**src/rtl/lbp_pkg.sv**
```systemverilog
// Purpose: shared constants and types of the byte link port
// Assumes: one clock, synchronous active-low reset
// Notes:   control line indices are positions on the four-line control bus

package lbp_pkg;

   // ----------------------------------------------------------------
   // widths and depths
   // ----------------------------------------------------------------
   localparam int LBP_WORD_W     = 32;          // word width
   localparam int LBP_BYTE_W     = 8;           // link data width
   localparam int LBP_CTL_W      = 4;           // control line count
   localparam int LBP_FIFO_DEPTH = 8;           // words per fifo

   // ----------------------------------------------------------------
   // control line positions
   // ----------------------------------------------------------------
   localparam int LBP_CTL_TREQ = 0;             // ownership request
   localparam int LBP_CTL_TGNT = 1;             // ownership grant
   localparam int LBP_CTL_STRB = 2;             // phase strobe from owner
   localparam int LBP_CTL_RDY  = 3;             // phase answer from receiver

   // ----------------------------------------------------------------
   // phase counts and reset values
   // ----------------------------------------------------------------
   localparam logic [2:0] LBP_PHASE_REQ  = 3'h0; // word request phase
   localparam logic [2:0] LBP_PHASE_LAST = 3'h4; // fourth byte phase
   localparam logic [3:0] LBP_CTL_RST    = 4'h0; // no line asserted
   localparam logic [3:0] LBP_CTL_OFF    = 4'hF; // all lines released
   localparam logic       LBP_OE_OFF     = 1'b1; // data pins released

   // ----------------------------------------------------------------
   // link state machine, one-hot
   // ----------------------------------------------------------------
   typedef enum logic [6:0] {
      LBP_S_IDLE  = 7'h01,                      // waiting for work
      LBP_S_SETUP = 7'h02,                      // data settles before strobe
      LBP_S_HIGH  = 7'h04,                      // strobe up, wait answer
      LBP_S_LOW   = 7'h08,                      // strobe down, wait release
      LBP_S_GRANT = 7'h10,                      // handing link to far end
      LBP_S_TREQ  = 7'h20,                      // asking far end for link
      LBP_S_TACQ  = 7'h40                       // waiting grant release
   } lbp_state_e;

   // byte k of a word, least significant byte first
   function automatic logic [7:0] lbp_byte_of(input logic [31:0] word,
                                              input logic [1:0]  k);
      lbp_byte_of = word[{k, 3'h0} +: 8];
   endfunction

endpackage

```
**src/rtl/lbp_stream_if.sv**
```systemverilog
// Purpose: valid/ready word carrier between link port modules
// Assumes: all users on the same clock
// Notes:   a word moves on a cycle with valid and ready both high

`timescale 1ns/1ps

interface lbp_stream_if #(parameter int W = 32) ();
   logic         valid;                         // word offered
   logic         ready;                         // word accepted
   logic [W-1:0] data;                          // word value

   modport src (output valid, output data, input ready);
   modport snk (input valid, input data, output ready);
endinterface

```
**src/rtl/lbp_port.sv**
```systemverilog
// Purpose: byte-wide link port moving 32-bit words between two processors
// Assumes: far end is an identical port; lines released are pulled low
// Notes:   exactly one end owns the link after reset, set by OWN_AT_RESET
// Function
// - four control lines plus eight data lines
// - ends arbitrate link ownership before sending
// - request, acknowledge, then data bytes
// - each word sent as four bytes
// - send only words already in output fifo
// - assembled word goes into input fifo
// - input and output fifos, eight words each
// - local side writes out, reads in
// - fifo pair buffers sixteen words

`timescale 1ns/1ps

module lbp_port
   import lbp_pkg::*;
#(
   parameter logic OWN_AT_RESET = 1'b1,         // this end owns link first
   parameter int   DEPTH        = LBP_FIFO_DEPTH
)(
   input  wire logic                  CLK_I,
   input  wire logic                  RST_N_I,
   input  wire logic [LBP_WORD_W-1:0] TXW_DATA_I,
   input  wire logic                  TXW_VALID_I,
   output wire logic                  TXW_READY_O,
   output wire logic [LBP_WORD_W-1:0] RXW_DATA_O,
   output wire logic                  RXW_VALID_O,
   input  wire logic                  RXW_READY_I,
   input  wire logic [LBP_CTL_W-1:0]  CTL_I,
   output wire logic [LBP_CTL_W-1:0]  CTL_O,
   output wire logic [LBP_CTL_W-1:0]  CTL_OE_N_O,
   input  wire logic [LBP_BYTE_W-1:0] LD_I,
   output wire logic [LBP_BYTE_W-1:0] LD_O,
   output wire logic                  LD_OE_N_O,
   output wire logic                  OWNER_O
);

   // ----------------------------------------------------------------
   // state
   // ----------------------------------------------------------------
   typedef struct packed {
      lbp_state_e            st;                // link state
      logic                  owner;             // this end drives link
      logic [2:0]            tx_cnt;            // send phase, 0 request
      logic [2:0]            rx_cnt;            // receive phase, 0 request
      logic [LBP_WORD_W-1:0] rx_word;           // word being assembled
      logic                  rx_push;           // word to input fifo
      logic [LBP_CTL_W-1:0]  ctl;               // lines asserted
      logic [LBP_CTL_W-1:0]  ctl_oe_n;          // line drivers, low drives
      logic [LBP_BYTE_W-1:0] ld;                // data byte out
      logic                  ld_oe_n;           // data drivers, low drives
      logic [LBP_CTL_W-1:0]  ctl_m;             // control sync, first
      logic [LBP_CTL_W-1:0]  ctl_s;             // control sync, second
      logic [LBP_BYTE_W-1:0] ld_m;              // data sync, first
      logic [LBP_BYTE_W-1:0] ld_s;              // data sync, second
   } lbp_core_s;

   lbp_core_s r;                                // registered state
   lbp_core_s next_r;                           // next state
   logic      tx_pop;                           // last byte acknowledged
   logic      strb_in;                          // far strobe, synced
   logic      rdy_in;                           // far answer, synced
   logic      treq_in;                          // far ownership request
   logic      tgnt_in;                          // far ownership grant

   // ----------------------------------------------------------------
   // fifos and local word ports
   // ----------------------------------------------------------------
   lbp_stream_if #(.W(LBP_WORD_W)) txw_if ();   // local writes
   lbp_stream_if #(.W(LBP_WORD_W)) txl_if ();   // words to the link
   lbp_stream_if #(.W(LBP_WORD_W)) rxl_if ();   // words from the link
   lbp_stream_if #(.W(LBP_WORD_W)) rxw_if ();   // local reads

   // local write fills output fifo, local read drains input fifo
   assign txw_if.valid = TXW_VALID_I;
   assign txw_if.data  = TXW_DATA_I;
   assign TXW_READY_O  = txw_if.ready;
   assign RXW_DATA_O   = rxw_if.data;
   assign RXW_VALID_O  = rxw_if.valid;
   assign rxw_if.ready = RXW_READY_I;
   assign txl_if.ready = tx_pop;
   assign rxl_if.valid = r.rx_push;
   assign rxl_if.data  = r.rx_word;

   // output fifo, eight words
   lbp_fifo #(.W(LBP_WORD_W), .DEPTH(DEPTH)) u_out_fifo (
      .clk_i   (CLK_I),
      .rst_n_i (RST_N_I),
      .wr      (txw_if),
      .rd      (txl_if)
   );

   // input fifo, eight words
   lbp_fifo #(.W(LBP_WORD_W), .DEPTH(DEPTH)) u_in_fifo (
      .clk_i   (CLK_I),
      .rst_n_i (RST_N_I),
      .wr      (rxl_if),
      .rd      (rxw_if)
   );

   // ----------------------------------------------------------------
   // link pins
   // ----------------------------------------------------------------
   assign CTL_O      = r.ctl;
   assign CTL_OE_N_O = r.ctl_oe_n;
   assign LD_O       = r.ld;
   assign LD_OE_N_O  = r.ld_oe_n;
   assign OWNER_O    = r.owner;

   assign strb_in = r.ctl_s[LBP_CTL_STRB];
   assign rdy_in  = r.ctl_s[LBP_CTL_RDY];
   assign treq_in = r.ctl_s[LBP_CTL_TREQ];
   assign tgnt_in = r.ctl_s[LBP_CTL_TGNT];
   assign tx_pop  = (r.st == LBP_S_LOW) && !rdy_in && (r.tx_cnt == LBP_PHASE_LAST);

   // next state of link logic
   always_comb
   begin
      next_r         = r;
      next_r.ctl_m   = CTL_I;
      next_r.ctl_s   = r.ctl_m;
      next_r.ld_m    = LD_I;
      next_r.ld_s    = r.ld_m;
      next_r.rx_push = 1'b0;
      // sending side and ownership
      case (r.st)
         LBP_S_IDLE:
         begin
            if (r.owner && treq_in)
            begin
               next_r.ctl[LBP_CTL_TGNT] = 1'b1;
               next_r.st                = LBP_S_GRANT;
            end
            else if (r.owner && txl_if.valid)
            begin
               next_r.tx_cnt = LBP_PHASE_REQ;
               next_r.st     = LBP_S_SETUP;
            end
            else if (!r.owner && txl_if.valid)
            begin
               next_r.ctl[LBP_CTL_TREQ] = 1'b1;
               next_r.st                = LBP_S_TREQ;
            end
         end
         LBP_S_SETUP:
         begin
            next_r.ctl[LBP_CTL_STRB] = 1'b1;
            next_r.st                = LBP_S_HIGH;
         end
         LBP_S_HIGH:
         begin
            if (rdy_in)
            begin
               next_r.ctl[LBP_CTL_STRB] = 1'b0;
               next_r.st                = LBP_S_LOW;
            end
         end
         LBP_S_LOW:
         begin
            if (!rdy_in && r.tx_cnt == LBP_PHASE_LAST)
            begin
               next_r.ld_oe_n = LBP_OE_OFF;
               next_r.tx_cnt  = LBP_PHASE_REQ;
               next_r.st      = LBP_S_IDLE;
            end
            else if (!rdy_in)
            begin
               // bytes only after the request was acknowledged
               next_r.ld      = lbp_byte_of(txl_if.data, r.tx_cnt[1:0]);
               next_r.ld_oe_n = 1'b0;
               next_r.tx_cnt  = r.tx_cnt + 3'h1;
               next_r.st      = LBP_S_SETUP;
            end
         end
         LBP_S_GRANT:
         begin
            if (!treq_in)
            begin
               next_r.ctl[LBP_CTL_TGNT] = 1'b0;
               next_r.owner             = 1'b0;
               next_r.st                = LBP_S_IDLE;
            end
         end
         LBP_S_TREQ:
         begin
            if (tgnt_in)
            begin
               next_r.ctl[LBP_CTL_TREQ] = 1'b0;
               next_r.st                = LBP_S_TACQ;
            end
         end
         LBP_S_TACQ:
         begin
            if (!tgnt_in)
            begin
               next_r.owner = 1'b1;
               next_r.st    = LBP_S_IDLE;
            end
         end
         default:
         begin
            next_r.st = LBP_S_IDLE;
         end
      endcase
      // receiving side, only while the far end owns the link
      if (!r.owner)
      begin
         if (strb_in && !r.ctl[LBP_CTL_RDY])
         begin
            if (r.rx_cnt == LBP_PHASE_REQ)
            begin
               // room for a whole word before acknowledging
               next_r.ctl[LBP_CTL_RDY] = rxl_if.ready;
            end
            else
            begin
               next_r.rx_word[{r.rx_cnt[1:0] - 2'h1, 3'h0} +: 8] = r.ld_s;
               next_r.ctl[LBP_CTL_RDY] = 1'b1;
            end
         end
         else if (!strb_in && r.ctl[LBP_CTL_RDY])
         begin
            next_r.ctl[LBP_CTL_RDY] = 1'b0;
            if (r.rx_cnt == LBP_PHASE_LAST)
            begin
               next_r.rx_cnt  = LBP_PHASE_REQ;
               next_r.rx_push = 1'b1;
            end
            else
            begin
               next_r.rx_cnt = r.rx_cnt + 3'h1;
            end
         end
      end
      next_r.ctl_oe_n = ~next_r.ctl;
   end

   // state register
   always_ff @(posedge CLK_I)
   begin
      if (!RST_N_I)
      begin
         r          <= '0;
         r.st       <= LBP_S_IDLE;
         r.owner    <= OWN_AT_RESET;
         r.ctl      <= LBP_CTL_RST;
         r.ctl_oe_n <= LBP_CTL_OFF;
         r.ld_oe_n  <= LBP_OE_OFF;
      end
      else
         r <= next_r;
   end
endmodule

```
**src/rtl/lbp_fifo.sv**
```systemverilog
// Purpose: word fifo with valid/ready on both sides
// Assumes: DEPTH is a power of two
// Notes:   full refuses writes by ready low, empty shows valid low

`timescale 1ns/1ps

module lbp_fifo
   import lbp_pkg::*;
#(
   parameter int W     = 32,
   parameter int DEPTH = 8
)(
   input wire logic   clk_i,
   input wire logic   rst_n_i,
   lbp_stream_if.snk  wr,
   lbp_stream_if.src  rd
);
   localparam int         AW   = $clog2(DEPTH);
   localparam logic [AW:0] FULL = (AW+1)'(DEPTH);

   // ----------------------------------------------------------------
   // state
   // ----------------------------------------------------------------
   typedef struct packed {
      logic [DEPTH-1:0][W-1:0] mem;             // storage words
      logic [AW-1:0]           wp;              // write index
      logic [AW-1:0]           rp;              // read index
      logic [AW:0]             cnt;             // words held
      logic                    rdy;             // room for a word
      logic                    vld;             // a word is held
      logic [W-1:0]            head;            // oldest word
   } lbp_fifo_s;

   lbp_fifo_s s;                                // registered state
   lbp_fifo_s next_s;                           // next state
   logic      push;                             // word written
   logic      pop;                              // word read

   assign wr.ready = s.rdy;
   assign rd.valid = s.vld;
   assign rd.data  = s.head;
   assign push     = wr.valid & wr.ready;
   assign pop      = rd.valid & rd.ready;

   // pointer and count update
   always_comb
   begin
      next_s = s;
      if (push)
      begin
         next_s.mem[s.wp] = wr.data;
         next_s.wp        = s.wp + 1'b1;
      end
      if (pop)
      begin
         next_s.rp = s.rp + 1'b1;
      end
      next_s.cnt = s.cnt + (AW+1)'(push) - (AW+1)'(pop);
      // flags and head kept in flops so port outputs need no logic
      next_s.rdy  = (next_s.cnt != FULL);
      next_s.vld  = (next_s.cnt != '0);
      next_s.head = next_s.mem[next_s.rp];
   end

   // state register
   always_ff @(posedge clk_i)
   begin
      if (!rst_n_i)
      begin
         s     <= '0;
         s.rdy <= 1'b1;                         // empty fifo takes words
      end
      else
         s <= next_s;
   end
endmodule

```
**config.mk**
```make
export PLATFORM = sky130hd
export DESIGN_NAME = lbp_port
export DESIGN_NICKNAME = d
export VERILOG_FILES = /design/src/rtl/lbp_pkg.sv /design/src/rtl/lbp_stream_if.sv /design/src/rtl/lbp_port.sv /design/src/rtl/lbp_fifo.sv
export SDC_FILE = /design/constraint.sdc
export NUM_CORES = 1
export LEC_CHECK = 0
export ABC_AREA = 1
export CAP_MARGIN = 20
export CORE_MARGIN = 2
export CORE_UTILIZATION = 58
export CTS_CLUSTER_DIAMETER = 60
export DETAILED_ROUTE_END_ITERATION = 6
export DONT_BUFFER_PORTS = 1
export GPL_ROUTABILITY_DRIVEN = 0
export HOLD_SLACK_MARGIN = 0.08
export PLACE_DENSITY = 0.76
export SYNTH_ARGS = -nofsm -noshare
export SYNTH_HDL_FRONTEND = slang
export SYNTH_SLANG_ARGS = --single-unit
```
**constraint.sdc**
```tcl
create_clock -name CLK_I -period 2.7 [get_ports CLK_I]
set_input_delay 0.135 -clock CLK_I [delete_from_list [all_inputs] [get_ports CLK_I]]
set_output_delay 0.135 -clock CLK_I [all_outputs]
set_load 0.1 [all_outputs]
```
# Word level (Yosys, flattened, before mapping)
# Index checks and enable logic that the tools add are counted.
# W data, S select, Z words.
# word_totals
register_bits,688
latch_bits,0
mem_bits_rw,0
romBits,0
output_inout_bits,52
elab_cells,171
memories,0
# op_classes
n_addsub,12
multipliers,0
div,0
n_lt_le_gt_ge,6
n_eq_ne,20
shift,3
mux,49
n_bitwise,12
n_reduce_logical,27
# op_table
cell,n
$mux W259,2
$bwmux W256,2
$bmux W32 S3,2
$demux W32 S3,2
$mux W32,4
$mux W7,7
$pmux W7 S7,1
$bwmux W32,1
$shift A8 B7 Y32 const A,1
$shiftx A32 B6 Y8,1
$shiftx A8 B7 Y32,1
$mux W3,7
$add A3 B1 Y3 const B,6
$lt A3 B4 Y1 const B,4
$mux W8,2
$mux W1,13
$ne A2 B2 Y1 const B,6
$ne A4 B4 Y1 const B,3
$reduce_and A3 Y1,4
$logic_and A1 B1 Y1,10
$add A4 B1 Y4,2
$pmux W1 S2,4
$reduce_bool A4 Y1,2
$sub A4 B1 Y4,2
other kinds (25),40

# Longest topological paths before layout
# Gate-level depths: netlist (run 1).
# logic_depth
word_depth,8
mapped_depth,18

# Hierarchy
# A second synthesis (run 1) with hierarchy kept.
# hier_totals
cells_unflattened,4377
area_unflattened_um2,31330.0
# by_module_without_submodules
mod,instances,cells_per_inst,area_each_um2
lbp_fifo at u_in_fifo,1,1941,13775.7
lbp_fifo at u_out_fifo,1,1941,13726.9
lbp_port,1,495,3827.4

# Worst setup path after synthesis (run 1)
# Ideal clock, no wire load.
# synth_timing
kind,register to register
startpoint,register r[77] in the netlist's numbering
endpoint,"register u_out_fifo.s, in the netlist u_out_fifo.rd.valid"
arrival_ns,2.814
t_required_ns,2.569
path_slack_ns,-0.246
path_stages_with_launch,19
path_buffers,2
cell_sequence,dfxtp_1 > clkbuf_1 > inv_1 > buf_1 > ha_1 > nand2_1 > nor2_2 > nand3_4 > inv_2 > ha_1 > inv_1 > ha_1 > inv_1 > fa_1 > xnor2_1 > inv_1 > nand2_1 > nor2_1 > o21ai_0
# synth_between
elab_chain_len,5
# synth_lines
element,line_no,source
"start, declared",lbp_port.sv:60,lbp_core_s r;
"start signal, assigned",lbp_port.sv:253,r <= next_r;
$eq A3 B3 Y1,lbp_port.sv:116,assign tx_pop = (r.st == LBP_S_LOW) && !rdy_in && (r.tx_cnt == LBP_PHASE_LAST);
$logic_and A1 B1 Y1,lbp_port.sv:116,
$and A1 B1 Y1,lbp_fifo.sv:43,assign pop = rd.valid & rd.ready;
$sub A4 B1 Y4,lbp_fifo.sv:58,next_s.cnt = s.cnt + (AW+1)'(push) - (AW+1)'(pop);
$reduce_bool A4 Y1,lbp_fifo.sv:61,next_s.vld = (next_s.cnt != '0);
"end signal, assigned",lbp_fifo.sv:74,s <= next_s;
"end, declared",lbp_fifo.sv:34,lbp_fifo_s s;
# Every way passes these cells.
# A chain may end at the register's enable or synchronous reset.

# Worst setup path after layout (run 1)
# layout_timing
startpoint,register r[78] in the netlist's numbering
endpoint,"register u_out_fifo.s, in the netlist u_out_fifo.rd.valid"
# Same word-level chain as after synthesis.

==> results of run 1 <==
-- per-layer routing --
| layer | GRT usage, % | vias to the layer above | part of all wire (%) |
|---|---|---|---|
| li1 | - | 14020 | - |
| met1 | 37.05 | 12670 | 41 |
| met2 | 51.36 | 1009 | 47 |
| met3 | 5.066 | 237 | 7.0 |
| met4 | 13.17 | 12 | 4.1 |
| met5 | 0 | - | 0.087 |
-- flip-flops by register name, indices dropped and copies added, names as in the netlist, 8 cells and up --
register            count
r                      25
u_in_fifo.rd.data      32
u_out_fifo.rd.data     32
LD_O                    8
u_in_fifo.s           266
u_out_fifo.s          266
rxl_if.data            32
next_r                 12
-- worst max-delay path by stage --
stage | end | from | slack [ns]
6_report | u_out_fifo.rd.valid | r[78] | 0.24
5_1_grt | u_out_fifo.rd.valid | r[84] | -0.006
4_1_cts | u_out_fifo.rd.valid | r[78] | 0.22
3_5_place_dp | u_out_fifo.rd.valid | r[78] | 0.23
3_3_place_gp | u_out_fifo.rd.valid | r[78] | 0.32
2_1_floorplan | u_out_fifo.rd.valid | r[77] | 0.04
-- metrics by stage --
stage / setup TNS, ns / util [%] / total power [mW] / hold WS (ns) / std cells
CTS: 0 / 64.92 / 29.24 / 0.1390 / 5228
finish: 0 / 64.94 / 29.16 / 0.1653 / 5231
global route: -0.006073 / 64.93 / 30.58 / 0.1542 / 5229
detailed placement: 0 / 59.36 / 19.14 / 0.2185 / 5051
floorplan: 0 / - / 17.68 / 0.2326 / 4598
global placement: 0 / 59.36 / 19.04 / 0.2104 / 5051
-- power by group through the flow --
| stage | sequential [mW] | combinational (mW) | clock, mW |
|---|---|---|---|
| final | 12.7 | 6.48 | 10.0 |
| after global routing | 12.7 | 7.33 | 10.5 |
| after CTS | 12.7 | 6.43 | 10.1 |
| after detailed placement | 12.9 | 6.26 | 0 |
| after global placement | 12.9 | 6.18 | 0 |
| after floorplan | 11.4 | 6.24 | 0 |
-- cell families after synthesis --
kind of cell               Yosys count  synth area share [%]
adders and majority gates           22                0.9510
DFF                                688                 45.12
xor gates and xnor gates             9                0.2828
buffers and inverters              875                 11.67
and+or+nand+nor                   2355                 31.12
AOI/OAI and AO/OA                  649                 10.85
-- worst max-delay path, cell delays in order (launching register included) --
cell and delay (ns):
dfxtp_1 0.33, clkinv_1 0.10, ha_1 0.21, nand2_1 0.13, nor2_4 0.05, nand3_4 0.09, inv_2 0.05, ha_1 0.26
inv_1 0.05, ha_1 0.15, inv_1 0.06, fa_1 0.40, xnor2_1 0.13, inv_1 0.07, nand2_1 0.05, nor2_1 0.11
o21ai_0 0.08
-- what timing repair did --
item / CTS / global route
setup endpoints to repair: 0 / 1
hold buffers: 48 / 0
endpoints found under the hold margin: 392 / 0
resized for setup: 0 / 1
-- area by class of cell --
| class | count | area share (%) |
|---|---|---|
| Antenna cell | 3 | 0.02209 |
| Clock buffer | 108 | 6.508 |
| Clock inverter | 21 | 0.5816 |
| Inverter | 545 | 6.048 |
| Multi-Input combinational cell | 3035 | 39.15 |
| Sequential cell | 688 | 40.53 |
| Tap cell | 688 | 2.533 |
| Timing Repair Buffer | 143 | 4.631 |
-- layout by cell type (no fill, tap or decap), types with 47 or more instances in the layout --
| cell type | instances |
|---|---|
| a21oi_1 | 152 |
| buf_4 | 66 |
| clkbuf_16 | 76 |
| dfxtp_1 | 687 |
| dlygate4sd3_1 | 47 |
| inv_1 | 525 |
| nand2_1 | 1183 |
| nand3_1 | 435 |
| nor2_1 | 683 |
| o21ai_0 | 467 |
==> summary.md, run 1 <==
| Metric | Value |
|---|---|
| Placed cell area | 0.03107 sq mm |
| Finished Cell Area | between 0.03 and 0.04 sq mm |
| Hold path start | CTL_I[1] |
| Max Fanout on Critical Path | 3 |
| Max frequency | 0.4061 GHz |
| Share of layout cells above drive strength 1 | 5.639% |
| First-pass GRT wire length | 132000 um |
| Critical path arrival | ~2.9 ns |
| Port buffer count | 0 |
| Relative slew slack | 30.60% |
| Post-synthesis sequential area ratio | 45.12% |
| Drt wl/cell | 15.81 um |
| Cell with the most instances after synthesis | nand2_1 |
| Clock network fraction of total power | ~34% |
| Die Y | 233.4 um |
| # DRC | 0 |
| Reg2Reg Depth | 16 |
| Sequential share of power | a little over two fifths |
| CTS root buf | clkbuf_16 |
| Clk sinks | about 700 |
| Initial Util | around 58% |
| Via-to-Cell Ratio | around 5.3 |
| Storage cell area | 0.01377 sq mm |
| Skew final | 0.01775 ns |
| Synth top area share | 45.12% |
| # IOs | 100 |
| Final WL | roughly 83000 um |
| Drt first-iter violations | between 2000 and 3000 |
| Final min period | 2.463 ns |
| Worst hold path type | in2reg |
| Chip width | 233.4 um |
| Mapped Area | 0.03052 sq mm |
| WHS Endpoint | next_r[17] |
| Hpwl dp | 47750 um |
| Worst-Margin Slew | 1.040 ns |
| Final setup viols | 0 |
| Final hold vios | 0 |
| Fill count | 4665 |
| Sw frac | a little over a third |
| Post-CTS Setup Repair Bufs | 0 |
| # H-tree levels | 3 |
| Area of the multi-input gates | 0.01331 sq mm |
| Rows | 84 |
| Pwr/cell area | 858.0 mW/mm^2 |
| Clk slew on worst S/H paths | 0.06 ns |
| Total grt overflow | 0 |
| Avg Synthesized Cell Area | 6.639 sq um |
| Syn-to-layout area delta | 11.35% |
| Detailed Routing Iterations Pass 1 | 6 |
| Global Route Usage Sum | between 20 and 30% |
| Clock buffer depth | 3 |
| Final worst-path setup slack | between 0.2 and 0.25 ns |
| Startpoint types | register |
| Worst setup path class | reg2reg |
| Gate Count Post-Synth | 4598 |
| Net Count, Synth | ~4700 |
| Hold Path Cell Cnt | 3 |
| Initial antenna violation count | 8 |
| Crit. End Element | register |
| Pin count of the biggest net entering global routing | roughly 210 |
| Post-synth ARST share | 0% |
| Seq cells post-synth | ~690 |
| Top FF cell, synth | dfxtp_1 |
| Pre-CTS WS | 0.2329 ns |
| Synth top cells by count | nand2_1, dfxtp_1, nor2_1, inv_1, o21ai_0 |
| Maximum VDD drop | 675.0 uV |
| Worst r2r dst | u_out_fifo.rd.valid |
| Slew Limit Fails | 0 |
| Nets | 4556 |
| Yosys top cell by area | dfxtp_1 |
| MaxCap Viol Count | 0 |
| Clk_lat worst skew | 0.61 ns |
| CTS tree | yes |
| Crit share post-route | approximately 91% |
| WP data required | 3.17 ns |
| Worst R2R Start | r[78] |
| Sw Pwr | roughly 10 mW |
| Int Pwr | 19.02 mW |
| Antenna Nets Post-Route | 0 |
| Vias | 27960 |
| Die area | 0.05448 sq mm |
| Ys Warns | 0 |
| Vias in the first global route | 25150 |
| Outcome | finished, final reports clean |
| Unique masters post-synth | 39 |
| Core Area | 0.05234 sq mm |
| Synth area leaders | dfxtp_1, nand2_1, nor2_1 |
| Leakage | 17.18 nW |
| Gate power share | 22.2% |
| CTS Buf Count | 73 |
| R2R Setup Slk | 0.24 ns |
| Post-synth EDFFs | 0 |
(Power assumes the default switching activity.)
==> run 2: changes to the inputs <==
--- a/config.mk
+++ b/config.mk
@@ -18,3 +18,4 @@
 export SYNTH_ARGS = -nofsm -noshare
 export SYNTH_HDL_FRONTEND = slang
+export SYNTH_HIERARCHICAL = 1
 export SYNTH_SLANG_ARGS = --single-unit
==> constraint.sdc (replaced) <==
create_clock -name CLK_I -period 2.7 [get_ports CLK_I]
set_input_delay 0.54 -clock CLK_I [delete_from_list [all_inputs] [get_ports CLK_I]]
set_output_delay 0.54 -clock CLK_I [all_outputs]
set_load 0.1 [all_outputs]
==> summary.md, run 2 <==
| Metric | Value |
|---|---|
| Fill count | 4744 (+1.7%) |
| # IOs | 100 (unchanged) |
| # H-tree levels | 3 (unchanged) |
| Worst hold path type | in2reg |
| Detailed Routing Iterations Pass 1 | 6 (unchanged) |
| Worst setup path class | reg2reg |
| Worst-Margin Slew | 0.9606 ns (-0.07906 ns) |
| Syn-to-layout area delta | 9.098% |
| Nets | 4233 (-7.1%) |
| Hpwl dp | 53530 um (+12%) |
| Final cell count without fillers | 4916 (-6.0%) |
| Final setup viols | 0 (unchanged) |
| CTS Buf Count | 74 (+1.4%) |
| Mapped Area | 0.03133 sq mm (+2.6%) |
| Relative slew slack | 35.88% (+5.3 points) |
| Sw Pwr | 10.27 mW (+1.3%) |
| Post-synthesis sequential area ratio | 43.96% (-1.2 points) |
| CTS root buf | clkbuf_16 |
| Critical path arrival | 3.04 ns (+0.11 ns) |
| Synth top cells by count | nand3_1, nand2_1, dfxtp_1, a21oi_1, clkbuf_1 |
| Skew final | 0.03190 ns (+0.01415 ns) |
| Gate Count Post-Synth | 4377 (-4.8%) |
| CP bufs+invs | 5 (unchanged) |
| Clock buffer depth | 3 (unchanged) |
| Top FF cell, synth | dfxtp_1 |
| Clk sinks | 688 (unchanged) |
| Biggest regs | u_in_fifo/s (266), u_out_fifo/s (266) |
| Sequential share of power | 39.9% (-3.5 points) |
| Drt first-iter violations | 3930 (+50%) |
| Clk_lat worst skew | 0.62 ns (about the same) |
| Chip width | 236.4 um (+1.3%) |
| Antenna cell count | 0 (-3) |
| Final hold vios | 0 (unchanged) |
| Crit. End Element | register |
| Maximum VDD drop | 748.4 uV (+11%) |
| Unique masters post-synth | 34 (-13%) |
| Initial Util | 58.45% (+0.13 points) |
| Max Fanout on Critical Path | 4 (+1) |
| MaxCap Viol Count | 0 (unchanged) |
| Finished Cell Area | 0.03418 sq mm (+0.56%) |
| Antenna Nets Post-Route | 0 (unchanged) |
| Critical-path top delay cell | fa_1 |
| Outcome | finished, final reports clean |
| First-pass GRT wire length | 149100 um (+13%) |
| Leakage | 13.88 nW (-19%) |
| Drt wl/cell | 19.30 um (+22%) |
| Seq cells post-synth | 688 (unchanged) |
| Gate power share | 25.4% (+3.2 points) |
| CP top delay family | simple AND/OR/NAND/NOR gates |
| Final WL | 94900 um (+15%) |
| Total grt overflow | 0 (unchanged) |
| Commonest non-fill, non-tap cell in the layout | nand3_1 |
| Startpoint types | register |
| Int Pwr | 19.03 mW (about the same) |
| Via-to-Cell Ratio | 6.163 (+15%) |
| Ys Warns | 6 (+6) |
| Max frequency | 0.3916 GHz (-3.6%) |
| CTS tree | yes |
| # placed instances | 4748 (-6.0%) |
| Clock network fraction of total power | 34.8% (+0.4 points) |
| Clk slew on worst S/H paths | 0.06 ns (about the same) |
| Crit share post-route | 94.58% (+3.4 points) |
| Most frequent cells in the layout | nand3_1, nand2_1, dfxtp_1, a21oi_1, inv_1 |
| Port buffer count | 0 (unchanged) |
| # DRC | 0 (unchanged) |
| Initial antenna violation count | 1 (-7) |
| Vias | 30300 (+8.4%) |
| Final min period | 2.554 ns (+0.09103 ns) |
| Global Route Usage Sum | 32.96% (+3.0 points) |
| Net Count, Synth | 4445 (-4.8%) |
| Core Area | 0.05360 sq mm (+2.4%) |
| Yosys top cell by area | dfxtp_1 |
| Post-synth ARST share | 0% (unchanged) |
| Pin count of the biggest net entering global routing | 89 (-58%) |
| Die Y | 236.4 um (+1.3%) |
| Cell with the most instances after synthesis | nand3_1 |
| Synth area leaders | dfxtp_1, nand3_1, nand2_1 |
| Die area | 0.05589 sq mm (+2.6%) |
| Placed cell area | 0.03136 sq mm (+0.92%) |
| Avg Synthesized Cell Area | 7.158 sq um (+7.8%) |
| Crit-path max cell delay | 0.43 ns (+0.03 ns) |
| WP data required | 3.19 ns (+0.02 ns) |
| Post-synth EDFFs | 0 (unchanged) |
| Sw frac | 35.04% (+0.27 points) |
| Share of layout cells above drive strength 1 | 7.559% (+1.9 points) |
| Pwr/cell area | 857.2 mW/mm^2 (about the same) |
| Synth top area share | 43.96% (-1.2 points) |
| Slew Limit Fails | 0 (unchanged) |
| Rows | 85 (+1.2%) |
| Crit-path cells | inv_2 > nand2_2 > nor2_4 > nand2_4 > nor2_1 > nand2_1 > inv_1 > nand2_1 > nor2_2 > inv_1 > nand2_1 > ha_1 > inv_1 > fa_1 > xnor2_1 > inv_1 > nand2_1 > nor2_2 > o21ai_0 |
| Vias in the first global route | 27360 (+8.8%) |
[run 2: worst paths after layout]
path / from / endpoint / slack (ns) / cells after the start
worst max register to register: r[87] / u_out_fifo/rd.valid / 0.15 / 19
worst min register to register: next_r[17] / r[17] / 0.41 / 2
worst max-delay path: r[87] / u_out_fifo/rd.valid / 0.15 / 19
worst min-delay path: TXW_DATA_I[20] / u_out_fifo/s[96] / 0.11 / 2
[run 2: per-stage QoR]
| stage | utilization [%] | power [mW] | worst slack (ns) | hold slack (ns) | setup TNS [ns] |
|---|---|---|---|---|---|
| after floorplan | - | 17.56 | 0.007673 | 0.3905 | 0 |
| after global placement | 58.50 | 19.01 | 0.2833 | 0.3984 | 0 |
| after detailed placement | 58.50 | 19.06 | 0.1811 | 0.3976 | 0 |
| after CTS | 63.74 | 29.24 | 0.08173 | 0.08164 | 0 |
| after global routing | 63.77 | 30.49 | -0.01230 | 0.09840 | -0.01230 |
| final | 63.77 | 29.30 | 0.1464 | 0.1059 | 0 |
[run 2: area by class of cell]
class / instances / area, sq um / area share (%)
clock buffers: 112 / 2227 / 6.516
multi-input cells: 3053 / 14700 / 43.00
well taps: 696 / 870.8 / 2.548
repair buffers: 183 / 1772 / 5.183
clock inverters: 19 / 203.9 / 0.5967
inverters: 165 / 634.4 / 1.856
flip-flops and latches: 688 / 13770 / 40.30
[run 2: timing repair]
item	4_1_cts	5_1_grt
hold buffers	36	0
hold endpoints to repair	69	0
buffers inserted	0	1
endpoints found under the setup margin	0	2
gates resized for setup	0	2
[run 2: kinds of logic after synthesis]
| logic type | after synthesis | synth area share (%) |
|---|---|---|
| AOI/OAI and AO/OA | 708 | 12.27 |
| xor gates and xnor gates | 10 | 0.2795 |
| adders and majority gates | 20 | 0.8467 |
| and+or+nand+nor | 2315 | 33.03 |
| DFF | 688 | 43.96 |
| buffers and inverters | 636 | 9.617 |
[run 2: power by group through the flow]
stage | Clock, mW | Sequential (mW) | Combinational, mW
finish | 10.2 | 11.7 | 7.43
global route | 10.7 | 11.7 | 8.08
CTS | 10.3 | 11.7 | 7.29
detailed placement | 0 | 11.9 | 7.17
global placement | 0 | 11.9 | 7.13
floorplan | 0 | 11.3 | 6.30
[run 2: routing by layer]
metal  vias to the layer above  GRT usage (%)  share of wire, %
met5                         -              0            0.0084
met4                         2          15.15               3.9
met3                       271          6.401                11
met2                      1652          52.66                45
met1                     14070          43.12                40
li1                      14310              -                 -
